<file path="src/verilog/monitor_pin_defines.vh">
// Register offsets, field positions, reset values and timing counts for the pin controller
`ifndef MONITOR_PIN_DEFINES_VH
`define MONITOR_PIN_DEFINES_VH

`define REG_CONFIG 8'h40
`define REG_INT_STATUS 8'h41
`define REG_INT_MASK 8'h43
`define REG_INTR_CLEAR 8'h46
`define REG_VID 8'h47
`define REG_SER_ADDR 8'h48
`define REG_VID_FIFTH 8'h49
`define REG_FAN_DAC 8'h19
`define REG_OOS_EVENTS 8'h4c

`define CFG_START_BIT 0
`define CFG_INT_EN_BIT 1
`define CFG_RST_PULSE_BIT 4
`define CFG_INTR_CLR_BIT 6
`define INTR_CLEAR_BIT 7

`define CONFIG_RESET 8'h08
`define SER_ADDR_HIGH_RESET 5'h0b
`define FAN_DAC_RESET 8'hff
`define VID_UPPER_RESET 4'h5
`define VID_FIFTH_UPPER 7'h40

`define ST_OOS_BIT 0
`define ST_INTRUSION_BIT 1
`define ST_EXT_RST_BIT 2

`define CLK_HZ 40000000
`define PULSE_MIN_MS 20
`define PULSE_CYCLES ((`CLK_HZ / 1000) * `PULSE_MIN_MS)
`define DEBOUNCE_US 100
`define DEBOUNCE_CYCLES ((`CLK_HZ / 1000000) * `DEBOUNCE_US)

`endif

</file>
<file path="src/verilog/monitor_pin_control.v">
// Pin-level control of the hardware monitor: straps, open-drain pins, interrupt, registers
//
// Behaviour
// Address bit 0 from low strap, bit 1 from high strap.
// In tree test, low strap pin drives the tree result out.
// Tree-select high enters tree test; otherwise pin is the fan output.
// Serial data is open drain: release for one, receive on same line.
// Config bit 6 pulls intrusion line low at least 20 ms.
// Interrupt active low, enabled only by config bit 1, disabled after reset.
// Config bit 4 drives open-drain reset low at least 20 ms.
// External low on reset pin, debounced, restores power-up state; the code leaves interrupt status bit 2 set.
// Interrupt can fire on any out-of-spec monitored quantity.
// Voltage-id inputs readable through two id registers.
// 8-bit fan converter code sets fan control output.
// Serial address 01011 plus straps; host changes only upper bits.
// Writing one to clear-register bit 7 clears intrusion event.
// Id register bits 0-3 show pins 0-3; second shows pin 4 bit 0.
// Pulse widths timed by an internal clock counter.
//
// Design decisions made here: the strobed register port and the placing of the registers.
`include "monitor_pin_defines.vh"
`default_nettype none

module monitor_pin_control #(
  parameter integer PULSE_CYCLES = `PULSE_CYCLES,
  parameter integer DEBOUNCE_CYCLES = `DEBOUNCE_CYCLES,
  parameter integer OOS_W = 8
) (
  // Clock and reset
  input wire mclk,
  input wire rst_b,
  // Register port
  input wire [7:0] addr,
  input wire [7:0] wdata,
  input wire wr_stb,
  input wire rd_stb,
  output reg [7:0] rdata_q,
  // Address straps and tree test
  input wire addr_strap_low_tree_out_i,
  output reg addr_strap_low_tree_out_o,
  output reg addr_strap_low_tree_out_oe,
  input wire addr_strap_high,
  input wire fan_dac_out_tree_select,
  input wire [7:0] tree_inputs,
  output reg [7:0] fan_dac_code_q,
  output reg fan_dac_en_q,
  output reg [6:0] slave_addr_q,
  // Serial data, open drain
  input wire sda_i,
  input wire sda_tx,
  output reg sda_o,
  output reg sda_oe,
  output reg sda_rx_q,
  // Intrusion line, open drain
  input wire intrusion_line_i,
  output reg intrusion_line_o,
  output reg intrusion_line_oe,
  // System reset, open drain
  input wire sys_rst_b_i,
  output reg sys_rst_b_o,
  output reg sys_rst_b_oe,
  // Monitor events and identification
  input wire [OOS_W-1:0] oos_events,
  input wire [4:0] cpu_voltage_id_inputs,
  // Interrupt
  output reg int_b_q
);
  // ---------------------------------------------------------------
  // Soft reset from the reset pin
  // ---------------------------------------------------------------
  // Debounce needs a steady low for the whole window before acting
  reg [19:0] deb_cnt_q;
  reg soft_rst_q;
  wire rst_pin_low;
  wire rst_self;
  wire rst_pulse_busy;
  wire clr_pulse_busy;

  // Ignore our own drive so a generated pulse does not reset us
  assign rst_self = rst_pulse_busy || sys_rst_b_oe;
  assign rst_pin_low = !sys_rst_b_i && !rst_self;

  always @(posedge mclk or negedge rst_b) begin
    if (!rst_b) begin
      deb_cnt_q <= 20'h00000;
      soft_rst_q <= 1'b0;
    end else if (!rst_pin_low) begin
      deb_cnt_q <= 20'h00000;
      soft_rst_q <= 1'b0;
    end else if (deb_cnt_q == DEBOUNCE_CYCLES[19:0]) begin
      soft_rst_q <= 1'b1;
    end else begin
      deb_cnt_q <= deb_cnt_q + 20'h00001;
    end
  end

  // ---------------------------------------------------------------
  // Registers
  // ---------------------------------------------------------------
  reg [7:0] config_q;
  reg [7:0] status_q;
  reg [7:0] mask_q;
  reg [4:0] addr_high_q;
  reg [OOS_W-1:0] oos_seen_q;
  reg intr_seen_q;
  reg ext_rst_seen_q;
  reg [7:0] status_d;
  reg [7:0] set_vec;
  reg [7:0] clr_vec;
  wire wr_cfg;
  wire wr_clr;

  assign wr_cfg = wr_stb && (addr == `REG_CONFIG);
  assign wr_clr = wr_stb && (addr == `REG_INTR_CLEAR) && wdata[`INTR_CLEAR_BIT];

  // Event sources, edge detected so a held level sets once per onset
  reg intr_prev_q;
  reg oos_any_prev_q;
  wire oos_any;
  assign oos_any = |oos_events;

  // Raw levels padded to a byte; a zero-width pad is illegal when OOS_W is 8
  wire [7:0] oos_byte;
  genvar gi;
  generate
    for (gi = 0; gi < 8; gi = gi + 1) begin : g_oos
      if (gi < OOS_W) begin : g_used
        assign oos_byte[gi] = oos_events[gi];
      end else begin : g_pad
        assign oos_byte[gi] = 1'b0;
      end
    end
  endgenerate

  always @* begin
    set_vec = 8'h00;
    set_vec[`ST_OOS_BIT] = oos_any && !oos_any_prev_q;
    set_vec[`ST_INTRUSION_BIT] = intrusion_line_i && !intr_prev_q && !clr_pulse_busy;
    set_vec[`ST_EXT_RST_BIT] = soft_rst_q;
    clr_vec = 8'h00;
    if (wr_stb && (addr == `REG_INT_STATUS)) begin
      clr_vec = wdata;
    end
    if (wr_clr) begin
      clr_vec[`ST_INTRUSION_BIT] = 1'b1;
    end
    // Set wins over a simultaneous clear
    status_d = (status_q & ~clr_vec) | set_vec;
  end

  always @(posedge mclk or negedge rst_b) begin
    if (!rst_b) begin
      config_q <= `CONFIG_RESET;
      status_q <= 8'h00;
      mask_q <= 8'h00;
      addr_high_q <= `SER_ADDR_HIGH_RESET;
      fan_dac_code_q <= `FAN_DAC_RESET;
      intr_prev_q <= 1'b0;
      oos_any_prev_q <= 1'b0;
    end else if (soft_rst_q) begin
      config_q <= `CONFIG_RESET;
      status_q <= 8'h00 | set_vec;
      mask_q <= 8'h00;
      addr_high_q <= `SER_ADDR_HIGH_RESET;
      fan_dac_code_q <= `FAN_DAC_RESET;
      intr_prev_q <= intrusion_line_i;
      oos_any_prev_q <= oos_any;
    end else begin
      intr_prev_q <= intrusion_line_i;
      oos_any_prev_q <= oos_any;
      status_q <= status_d;
      if (wr_cfg) begin
        config_q <= wdata;
      end else begin
        // Pulse-request bits self-clear once the pulse is running
        if (rst_pulse_busy) config_q[`CFG_RST_PULSE_BIT] <= 1'b0;
        if (clr_pulse_busy) config_q[`CFG_INTR_CLR_BIT] <= 1'b0;
      end
      if (wr_stb && (addr == `REG_INT_MASK)) mask_q <= wdata;
      if (wr_stb && (addr == `REG_SER_ADDR)) addr_high_q <= wdata[6:2];
      if (wr_stb && (addr == `REG_FAN_DAC)) fan_dac_code_q <= wdata;
    end
  end

  // ---------------------------------------------------------------
  // Read port
  // ---------------------------------------------------------------
  always @(posedge mclk or negedge rst_b) begin
    if (!rst_b) begin
      rdata_q <= 8'h00;
    end else if (rd_stb) begin
      case (addr)
        `REG_CONFIG: rdata_q <= config_q;
        `REG_INT_STATUS: rdata_q <= status_q;
        `REG_INT_MASK: rdata_q <= mask_q;
        `REG_INTR_CLEAR: rdata_q <= 8'h00;
        `REG_VID: rdata_q <= {`VID_UPPER_RESET, cpu_voltage_id_inputs[3:0]};
        `REG_VID_FIFTH: rdata_q <= {`VID_FIFTH_UPPER, cpu_voltage_id_inputs[4]};
        `REG_SER_ADDR: rdata_q <= {1'b0, slave_addr_q};
        `REG_FAN_DAC: rdata_q <= fan_dac_code_q;
        `REG_OOS_EVENTS: rdata_q <= oos_byte;
        default: rdata_q <= 8'h00;
      endcase
    end else begin
      rdata_q <= 8'h00;
    end
  end

  // ---------------------------------------------------------------
  // Open-drain pulse timers
  // ---------------------------------------------------------------
  pulse_timer #(.CYCLES(PULSE_CYCLES), .W(20)) u_rst_timer (
    .mclk(mclk),
    .rst_b(rst_b),
    .start(config_q[`CFG_RST_PULSE_BIT]),
    .busy_q(rst_pulse_busy)
  );

  pulse_timer #(.CYCLES(PULSE_CYCLES), .W(20)) u_clr_timer (
    .mclk(mclk),
    .rst_b(rst_b),
    .start(config_q[`CFG_INTR_CLR_BIT]),
    .busy_q(clr_pulse_busy)
  );

  // ---------------------------------------------------------------
  // Pin drivers
  // ---------------------------------------------------------------
  wire tree_mode;
  wire tree_result;
  assign tree_mode = fan_dac_out_tree_select;
  // Tree chain over tree inputs, high strap, intrusion line and voltage-id inputs so any one low pin flips the result
  assign tree_result = ~&{tree_inputs, addr_strap_high, intrusion_line_i,
                          cpu_voltage_id_inputs};

  always @(posedge mclk or negedge rst_b) begin
    if (!rst_b) begin
      addr_strap_low_tree_out_o <= 1'b0;
      addr_strap_low_tree_out_oe <= 1'b0;
      fan_dac_en_q <= 1'b0;
      slave_addr_q <= 7'h00;
      sda_o <= 1'b0;
      sda_oe <= 1'b0;
      sda_rx_q <= 1'b1;
      intrusion_line_o <= 1'b0;
      intrusion_line_oe <= 1'b0;
      sys_rst_b_o <= 1'b0;
      sys_rst_b_oe <= 1'b0;
      int_b_q <= 1'b1;
    end else begin
      addr_strap_low_tree_out_o <= tree_result;
      addr_strap_low_tree_out_oe <= tree_mode;
      fan_dac_en_q <= !tree_mode;
      // Strap not sampled while we drive it in tree mode
      if (!tree_mode && !addr_strap_low_tree_out_oe) begin
        slave_addr_q <= {addr_high_q, addr_strap_high, addr_strap_low_tree_out_i};
      end
      sda_o <= 1'b0;
      sda_oe <= !sda_tx;
      sda_rx_q <= sda_i;
      intrusion_line_o <= 1'b0;
      intrusion_line_oe <= clr_pulse_busy;
      sys_rst_b_o <= 1'b0;
      sys_rst_b_oe <= rst_pulse_busy;
      int_b_q <= !(config_q[`CFG_INT_EN_BIT] && |(status_d & mask_q));
    end
  end
endmodule

`default_nettype wire

</file>
<file path="src/verilog/pulse_timer.v">
// Minimum-width pulse timer for open-drain outputs
`default_nettype none

module pulse_timer #(
  parameter integer CYCLES = 800000,
  parameter integer W = 20
) (
  // Clock and reset
  input wire mclk,
  input wire rst_b,
  // Control
  input wire start,
  output reg busy_q
);
  reg [W-1:0] cnt_q;

  always @(posedge mclk or negedge rst_b) begin
    if (!rst_b) begin
      cnt_q <= {W{1'b0}};
      busy_q <= 1'b0;
    end else if (start && !busy_q) begin
      cnt_q <= CYCLES[W-1:0] - {{(W-1){1'b0}}, 1'b1};
      busy_q <= 1'b1;
    end else if (busy_q) begin
      // Count down fully before release so width never falls short
      if (cnt_q == {W{1'b0}}) begin
        busy_q <= 1'b0;
      end else begin
        cnt_q <= cnt_q - {{(W-1){1'b0}}, 1'b1};
      end
    end
  end
endmodule

`default_nettype wire

</file>
<file path="config.mk">
export PLATFORM = sky130hd
export DESIGN_NAME = monitor_pin_control
export DESIGN_NICKNAME = d
export VERILOG_FILES = /design/src/verilog/monitor_pin_control.v /design/src/verilog/pulse_timer.v
export VERILOG_INCLUDE_DIRS = /design/src /design/src/verilog
export SDC_FILE = /design/constraint.sdc
export NUM_CORES = 1
export LEC_CHECK = 0
export ABC_AREA = 1
export BUFFER_PORTS_ARGS = -buffer_cell sky130_fd_sc_hd__buf_4
export CORE_ASPECT_RATIO = 1.5
export CORE_MARGIN = 2
export CORE_UTILIZATION = 50
export DETAILED_ROUTE_END_ITERATION = 10
export PLACE_DENSITY = 0.78
export SETUP_SLACK_MARGIN = 0.5
export SYNTH_ARGS = -nofsm -noshare
export SYNTH_HDL_FRONTEND = slang
export SYNTH_SLANG_ARGS = --single-unit
</file>
<file path="constraint.sdc">
create_clock -name mclk -period 5.1 [get_ports mclk]
set_input_delay 0 -clock mclk [delete_from_list [all_inputs] [get_ports mclk]]
set_output_delay 0 -clock mclk [all_outputs]
set_load 0.01 [all_outputs]
</file>
== Word level (Yosys, flattened, before mapping) ==
Index checks and enable logic that the tools add are counted.
Widths: inputs -> output; s select.

* Add/subtract/negate cells: 3
* Multipliers: 0
* Div/mod/pow operators: 0
* Magnitude comparators: 0
* Equality and inequality tests: 14
* Shifts and indexed selects: 0
* Multiplexer cells: 35
* Bitwise gates (word level): 4
* Reductions and logical operators: 42

{| class="wikitable"
|+ Operator list
! operator !! count
|-
| $mux 20 || 8
|-
| $eq 8x7->1 const B || 8
|-
| $mux 8 || 8
|-
| $pmux 8 s8 || 1
|-
| $logic_not 20->1 || 2
|-
| $sub 20x1->20 const B || 2
|-
| $add 20x1->20 const B || 1
|-
| $eq 20x12->1 const B || 1
|-
| $and 8x8->8 || 2
|-
| $reduce_or 8->1 || 2
|-
| $logic_and 1x1->1 || 15
|-
| $mux 1 || 15
|-
| $reduce_and 15->1 || 1
|-
| $reduce_bool 2->1 || 6
|-
| $logic_not 1->1 || 11
|-
| $mux 5 || 2
|-
| $eq 8x5->1 const B || 1
|-
| $not 8->8 || 1
|-
| $or 8x3->8 || 1
|-
| $ne 2x1->1 const B || 3
|-
| $reduce_bool 3->1 || 2
|-
| $mux 4 || 1
|-
| $reduce_and 2->1 || 2
|-
| $ne 2x2->1 const B || 1
|-
| $logic_or 1x1->1 || 1
|}

* Register bits after elaboration: 125
* Bits in latches: 0
* Memory bits (writable): 0
* ROM bits: 0
* Bits of input ports: 48
* Memories: 0

== Depth between registers and ports, before layout ==
* Depth after elaboration: 11
* Depth in mapped cells: 12

== Modules after synthesis ==
Synthesis repeated with hierarchy kept, for this count alone.

* Cell total of the unflattened synthesis: 898
* Area, all modules: 6897.9 µm²

{| class="wikitable"
|+ Modules (own cells, without submodules)
! module !! instances !! cells each !! area each (µm²)
|-
| monitor_pin_control || 1 || 498 || 4135.2
|-
| pulse_timer || 2 || 200 || 1381.3
|}

== Least setup slack after synthesis ==
OpenSTA, ideal clock, no wires.

* Path kind: register to register
* Start point: reg u_clr_timer.cnt_q[0]
* End point: reg u_clr_timer.cnt_q[6]
* Data arrival time: 1.471 ns
* Data required time: 4.962 ns
* Path slack: 3.491 ns
* Cell stages (with the launch flop): 11
* Path buffers: 1
* Cell sequence: dfrtp_1 > inv_1 > ha_1 > nand2_2 > nor2_4 > nand3_2 > nand2_2 > nand2_4 > buf_6 > nand4_1 > nand3_1

* Word-level cells in the longest chain between the ends: 4

{| class="wikitable"
|+ Ends and longest elaborated chain
! element !! line !! RTL
|-
| start: declaration || pulse_timer.v:15 || <nowiki>reg [W-1:0] cnt_q;</nowiki>
|-
| start signal: assignment || pulse_timer.v:19 || <nowiki>cnt_q <= {W{1'b0}};</nowiki>
|-
| start signal: assignment || pulse_timer.v:22 || <nowiki>cnt_q <= CYCLES[W-1:0] - {{(W-1){1'b0}}, 1'b1};</nowiki>
|-
| start signal: assignment || pulse_timer.v:29 || <nowiki>cnt_q <= cnt_q - {{(W-1){1'b0}}, 1'b1};</nowiki>
|-
| $sub 20x1->20 || pulse_timer.v:29 ||
|-
| $mux 20 || pulse_timer.v:26 || <nowiki>if (cnt_q == {W{1'b0}}) begin</nowiki>
|-
| $mux 20 || pulse_timer.v:24 || <nowiki>end else if (busy_q) begin</nowiki>
|-
| $mux 20 || pulse_timer.v:21 || <nowiki>end else if (start && !busy_q) begin</nowiki>
|}

Parallel ways exist; a longest one is shown, timed or not. The select of a mux whose other input is x is not followed.
A chain may end at the register's enable or synchronous reset.

== Final worst setup path ==
* Start point: reg soft_rst_q
* End point: reg mask_q[3]

* Word-level cells in the longest chain between the ends: 1

{| class="wikitable"
|+ Ends and longest elaborated chain
! element !! line !! RTL
|-
| start: declaration || monitor_pin_control.v:73 || <nowiki>reg soft_rst_q;</nowiki>
|-
| start signal: assignment || monitor_pin_control.v:86 || <nowiki>soft_rst_q <= 1'b0;</nowiki>
|-
| start signal: assignment || monitor_pin_control.v:89 || <nowiki>soft_rst_q <= 1'b0;</nowiki>
|-
| start signal: assignment || monitor_pin_control.v:91 || <nowiki>soft_rst_q <= 1'b1;</nowiki>
|-
| $mux 8 or $reduce_bool 2->1 (tied branches) || n/a ||
|-
| end signal: assignment || monitor_pin_control.v:179 || <nowiki>if (wr_stb && (addr == `REG_INT_MASK)) mask_q <= wdata;</nowiki>
|-
| end: declaration || monitor_pin_control.v:102 || <nowiki>reg [7:0] mask_q;</nowiki>
|}

Parallel ways exist; a longest one is shown, timed or not.

==> results_dict.tcl <==
set metrics [dict create \
    dp_hpwl_um 11690 \
    final_nets 984 \
    numCtsBuffers 17 \
    area_growth_pct 24.13 \
    synthArstFlopShare_pct 100.0 \
    yosysSeqAreaShare_pct 47.46 \
    tightest_slew_ps 969.9 \
    drcViolationCount 0 \
    tns_ps 0 \
    cts.htree.levels 4 \
    dpl_cell_area_um2 7333 \
    overflow 0 \
    top_layer_used "met4" \
    die_width_um 98.01 \
    hold_viol 0 \
    grt_max_degree 78 \
    dp.cells 1042 \
    finClkSkew_ps 6.734 \
    cp.arrival_ps 2490 \
    period_share_pct 42.07 \
    cts_tree "built" \
    p_leak_uw 0.003794 \
    grt_first_pass_wirelength_um 28160 \
    p_int_uw 2029 \
    final_cell_mix "164 x nand2_1, 111 x dfrtp_1, 109 x nor2_1" \
    crit_chain "inv_1 > nand2_2 > nand3_1 > o21ai_0 > dlygate4sd3_1" \
    maxSlewViolCount 0 \
    p_switching_uw 722.2 \
    timing.fmax_ghz 0.4661 \
    worst_path_max_delay_cell "dfrtp_1" \
    ys_ff_latch 125 \
    period_needed_ps 2145 \
    synth_edf_count 0 \
    drive_above_1_share_pct 20.42 \
    io_buffers 78 \
    place.gp.congestion 0.9640 \
    syn_inst 815 \
    first_pass_iters 5 \
    p_clk_share_pct 44.1 \
    die_height_um 145.0 \
    pwr-share-comb_pct 13.0 \
    syn_area_um2 6628 \
    clk_pin_slew_ps 60 \
    max_stage_delay_ps 720 \
    cts_sinks 125 \
    drt_iter0_drc 352 \
    totalWireLength_um 16340 \
    coreArea_um2 12950 \
    status "completed" \
    end_kind "flop" \
    cp-start-kind "flop" \
    first_global_vias 6040 \
    wl_met3_um 693 \
    post_cts_buffers 0 \
    root_buffer "clkbuf_16" \
    holdBufCountCts 30 \
    num_vias 5888 \
    routed_via_density 5.333 \
    setup_viol 0 \
    io_pins 82 \
    synth_ff_type "dfrtp_1" \
    irDropWorstVdd_uv 221.3 \
    diodes 0 \
    antenna_found_initial 0 \
    wl_met1_um 6421 \
    clock_latency_ps 410 \
    grt_usage_pct 24.31 \
    design_area_um2 8227 \
    core.rowCount 51 \
    power_density_nw_per_um2 334.4 \
    start_util_pct 51.16 \
    path_class "flop to flop" \
    cts_buffer_depth 2 \
    routedWlPerCell_um 14.80 \
    slew_headroom_pct 35.34 \
    yosysWarnings 0 \
    cts_resized 0 \
    final_common_cell "nand2_1" \
    dieArea_um2 14210 \
    rsz0062_at_grt "no" \
    crit_fanout 18 \
    seq_power_share_pct 42.9 \
    final_cells 1104 \
    antenna_left 0 \
    crit_required_ps 5450 \
    drv_cap 0 \
    min_path_type "input port to flop" \
    swShare_pct 26.25 \
    wl_met2_um 8811 \
    synth_cell_type_count 50 \
    synth.avg_cell_area_um2 8.132 \
]
through the flow:
step | utilization [%] | hold slack [ps] | setup slack [ps] | total power [uW]
after floorplan | - | -295.6 | 3491 | 1384
after global placement | 56.61 | 108.3 | 3162 | 1523
after detailed placement | 56.61 | 109.4 | 3090 | 1531
after CTS | 63.51 | 9.947 | 3022 | 2767
after global routing | 63.51 | 24.52 | 2866 | 2883
final | 63.51 | 19.07 | 2955 | 2751
cell usage after synthesis, types with 5 or more instances:
cell type	number	area [um^2]
nand2_1	164	615.6
dfrtp_1	111	2778
nor2_1	109	409.1
inv_1	97	364.1
o21ai_0	54	270.3
nand3_1	44	220.2
a21oi_1	34	170.2
nand4_1	19	118.9
nor3_1	16	80.08
dfstp_2	14	367.9
o21ai_2	12	105.1
nand2_2	11	68.82
nor2_4	11	123.9
o21ai_1	11	55.05
o22ai_1	11	68.82
xor2_1	9	78.83
nor2_2	8	50.05
buf_4	6	45.04
inv_2	6	22.52
nand2_4	6	67.56
mux2_2	5	56.30
nor4_1	5	31.28
path summary, 6_finish.rpt:
kind	start	endpoint	slack [ps]	depth (start not counted)
max	soft_rst_q$_DFFE_PN0P_	mask_q[3]$_DFFE_PN0P_	2950	5
min	cpu_voltage_id_inputs[2]	rdata_q[2]$_DFF_PN0_	20	5
max reg2reg	soft_rst_q$_DFFE_PN0P_	mask_q[3]$_DFFE_PN0P_	2950	5
min reg2reg	config_q[1]$_DFFE_PN0P_	int_b_q$_DFF_PN1_	460	1
max in group asynchronous	rst_b	slave_addr_q[1]$_DFFE_PN0P_	3660	3
min in group asynchronous	rst_b	u_rst_timer.cnt_q[7]$_DFFE_PN0P_	280	2
routing by layer:
layer	vias up	track usage, %
li1	2896	-
met1	2787	29.12
met2	175	43.15
met3	30	4.335
met4	0	8.958
met5	-	0
worst max-delay path: cells and delay by family (launching register included):
kind	cells	cell delay, ps
flip-flops	1	720
AND/OR/NAND/NOR	2	280
AO/OA/AOI/OAI	1	90
buffers and inverters	2	970
cell families after synthesis:
family                     Yosys count  share of synthesized area [%]
AOI/OAI and AO/OA                  141                          12.42
xor gates and xnor gates            12                          1.586
adders and majority gates            4                         0.7552
buffers and inverters              118                          7.419
DFF                                125                          47.46
muxes                                5                         0.8495
other                                1                        0.05658
and+or+nand+nor                    409                          29.45
power groups by stage:
stage / clock (uW) / combinational, uW / sequential, uW
floorplan: 0 / 204 / 1180
detailed placement: 0 / 341 / 1190
CTS: 1230 / 359 / 1180
finish: 1210 / 358 / 1180
global route: 1280 / 406 / 1190
global placement: 0 / 333 / 1190
flip-flops by register name, indices dropped and copies added, names as in the netlist, 5 cells and up:
| signal | cells |
|---|---|
| addr_high_q | 5 |
| config_q | 8 |
| deb_cnt_q | 20 |
| fan_dac_code_q | 8 |
| mask_q | 8 |
| rdata_q | 8 |
| slave_addr_q | 7 |
| status_q | 8 |
| u_clr_timer.cnt_q | 20 |
| u_rst_timer.cnt_q | 20 |
area by class of cell:
| cell class | count | area, um^2 |
|---|---|---|
| multi-input cells | 574 | 2998 |
| inverters | 104 | 390.4 |
| well taps | 159 | 198.9 |
| fillers | 1037 | 4727 |
| clock buffers | 22 | 454.2 |
| clock inverters | 10 | 138.9 |
| flip-flops and latches | 125 | 3146 |
| repair buffers | 110 | 900.9 |
No activity file was read; power rests on OpenSTA's default activity.
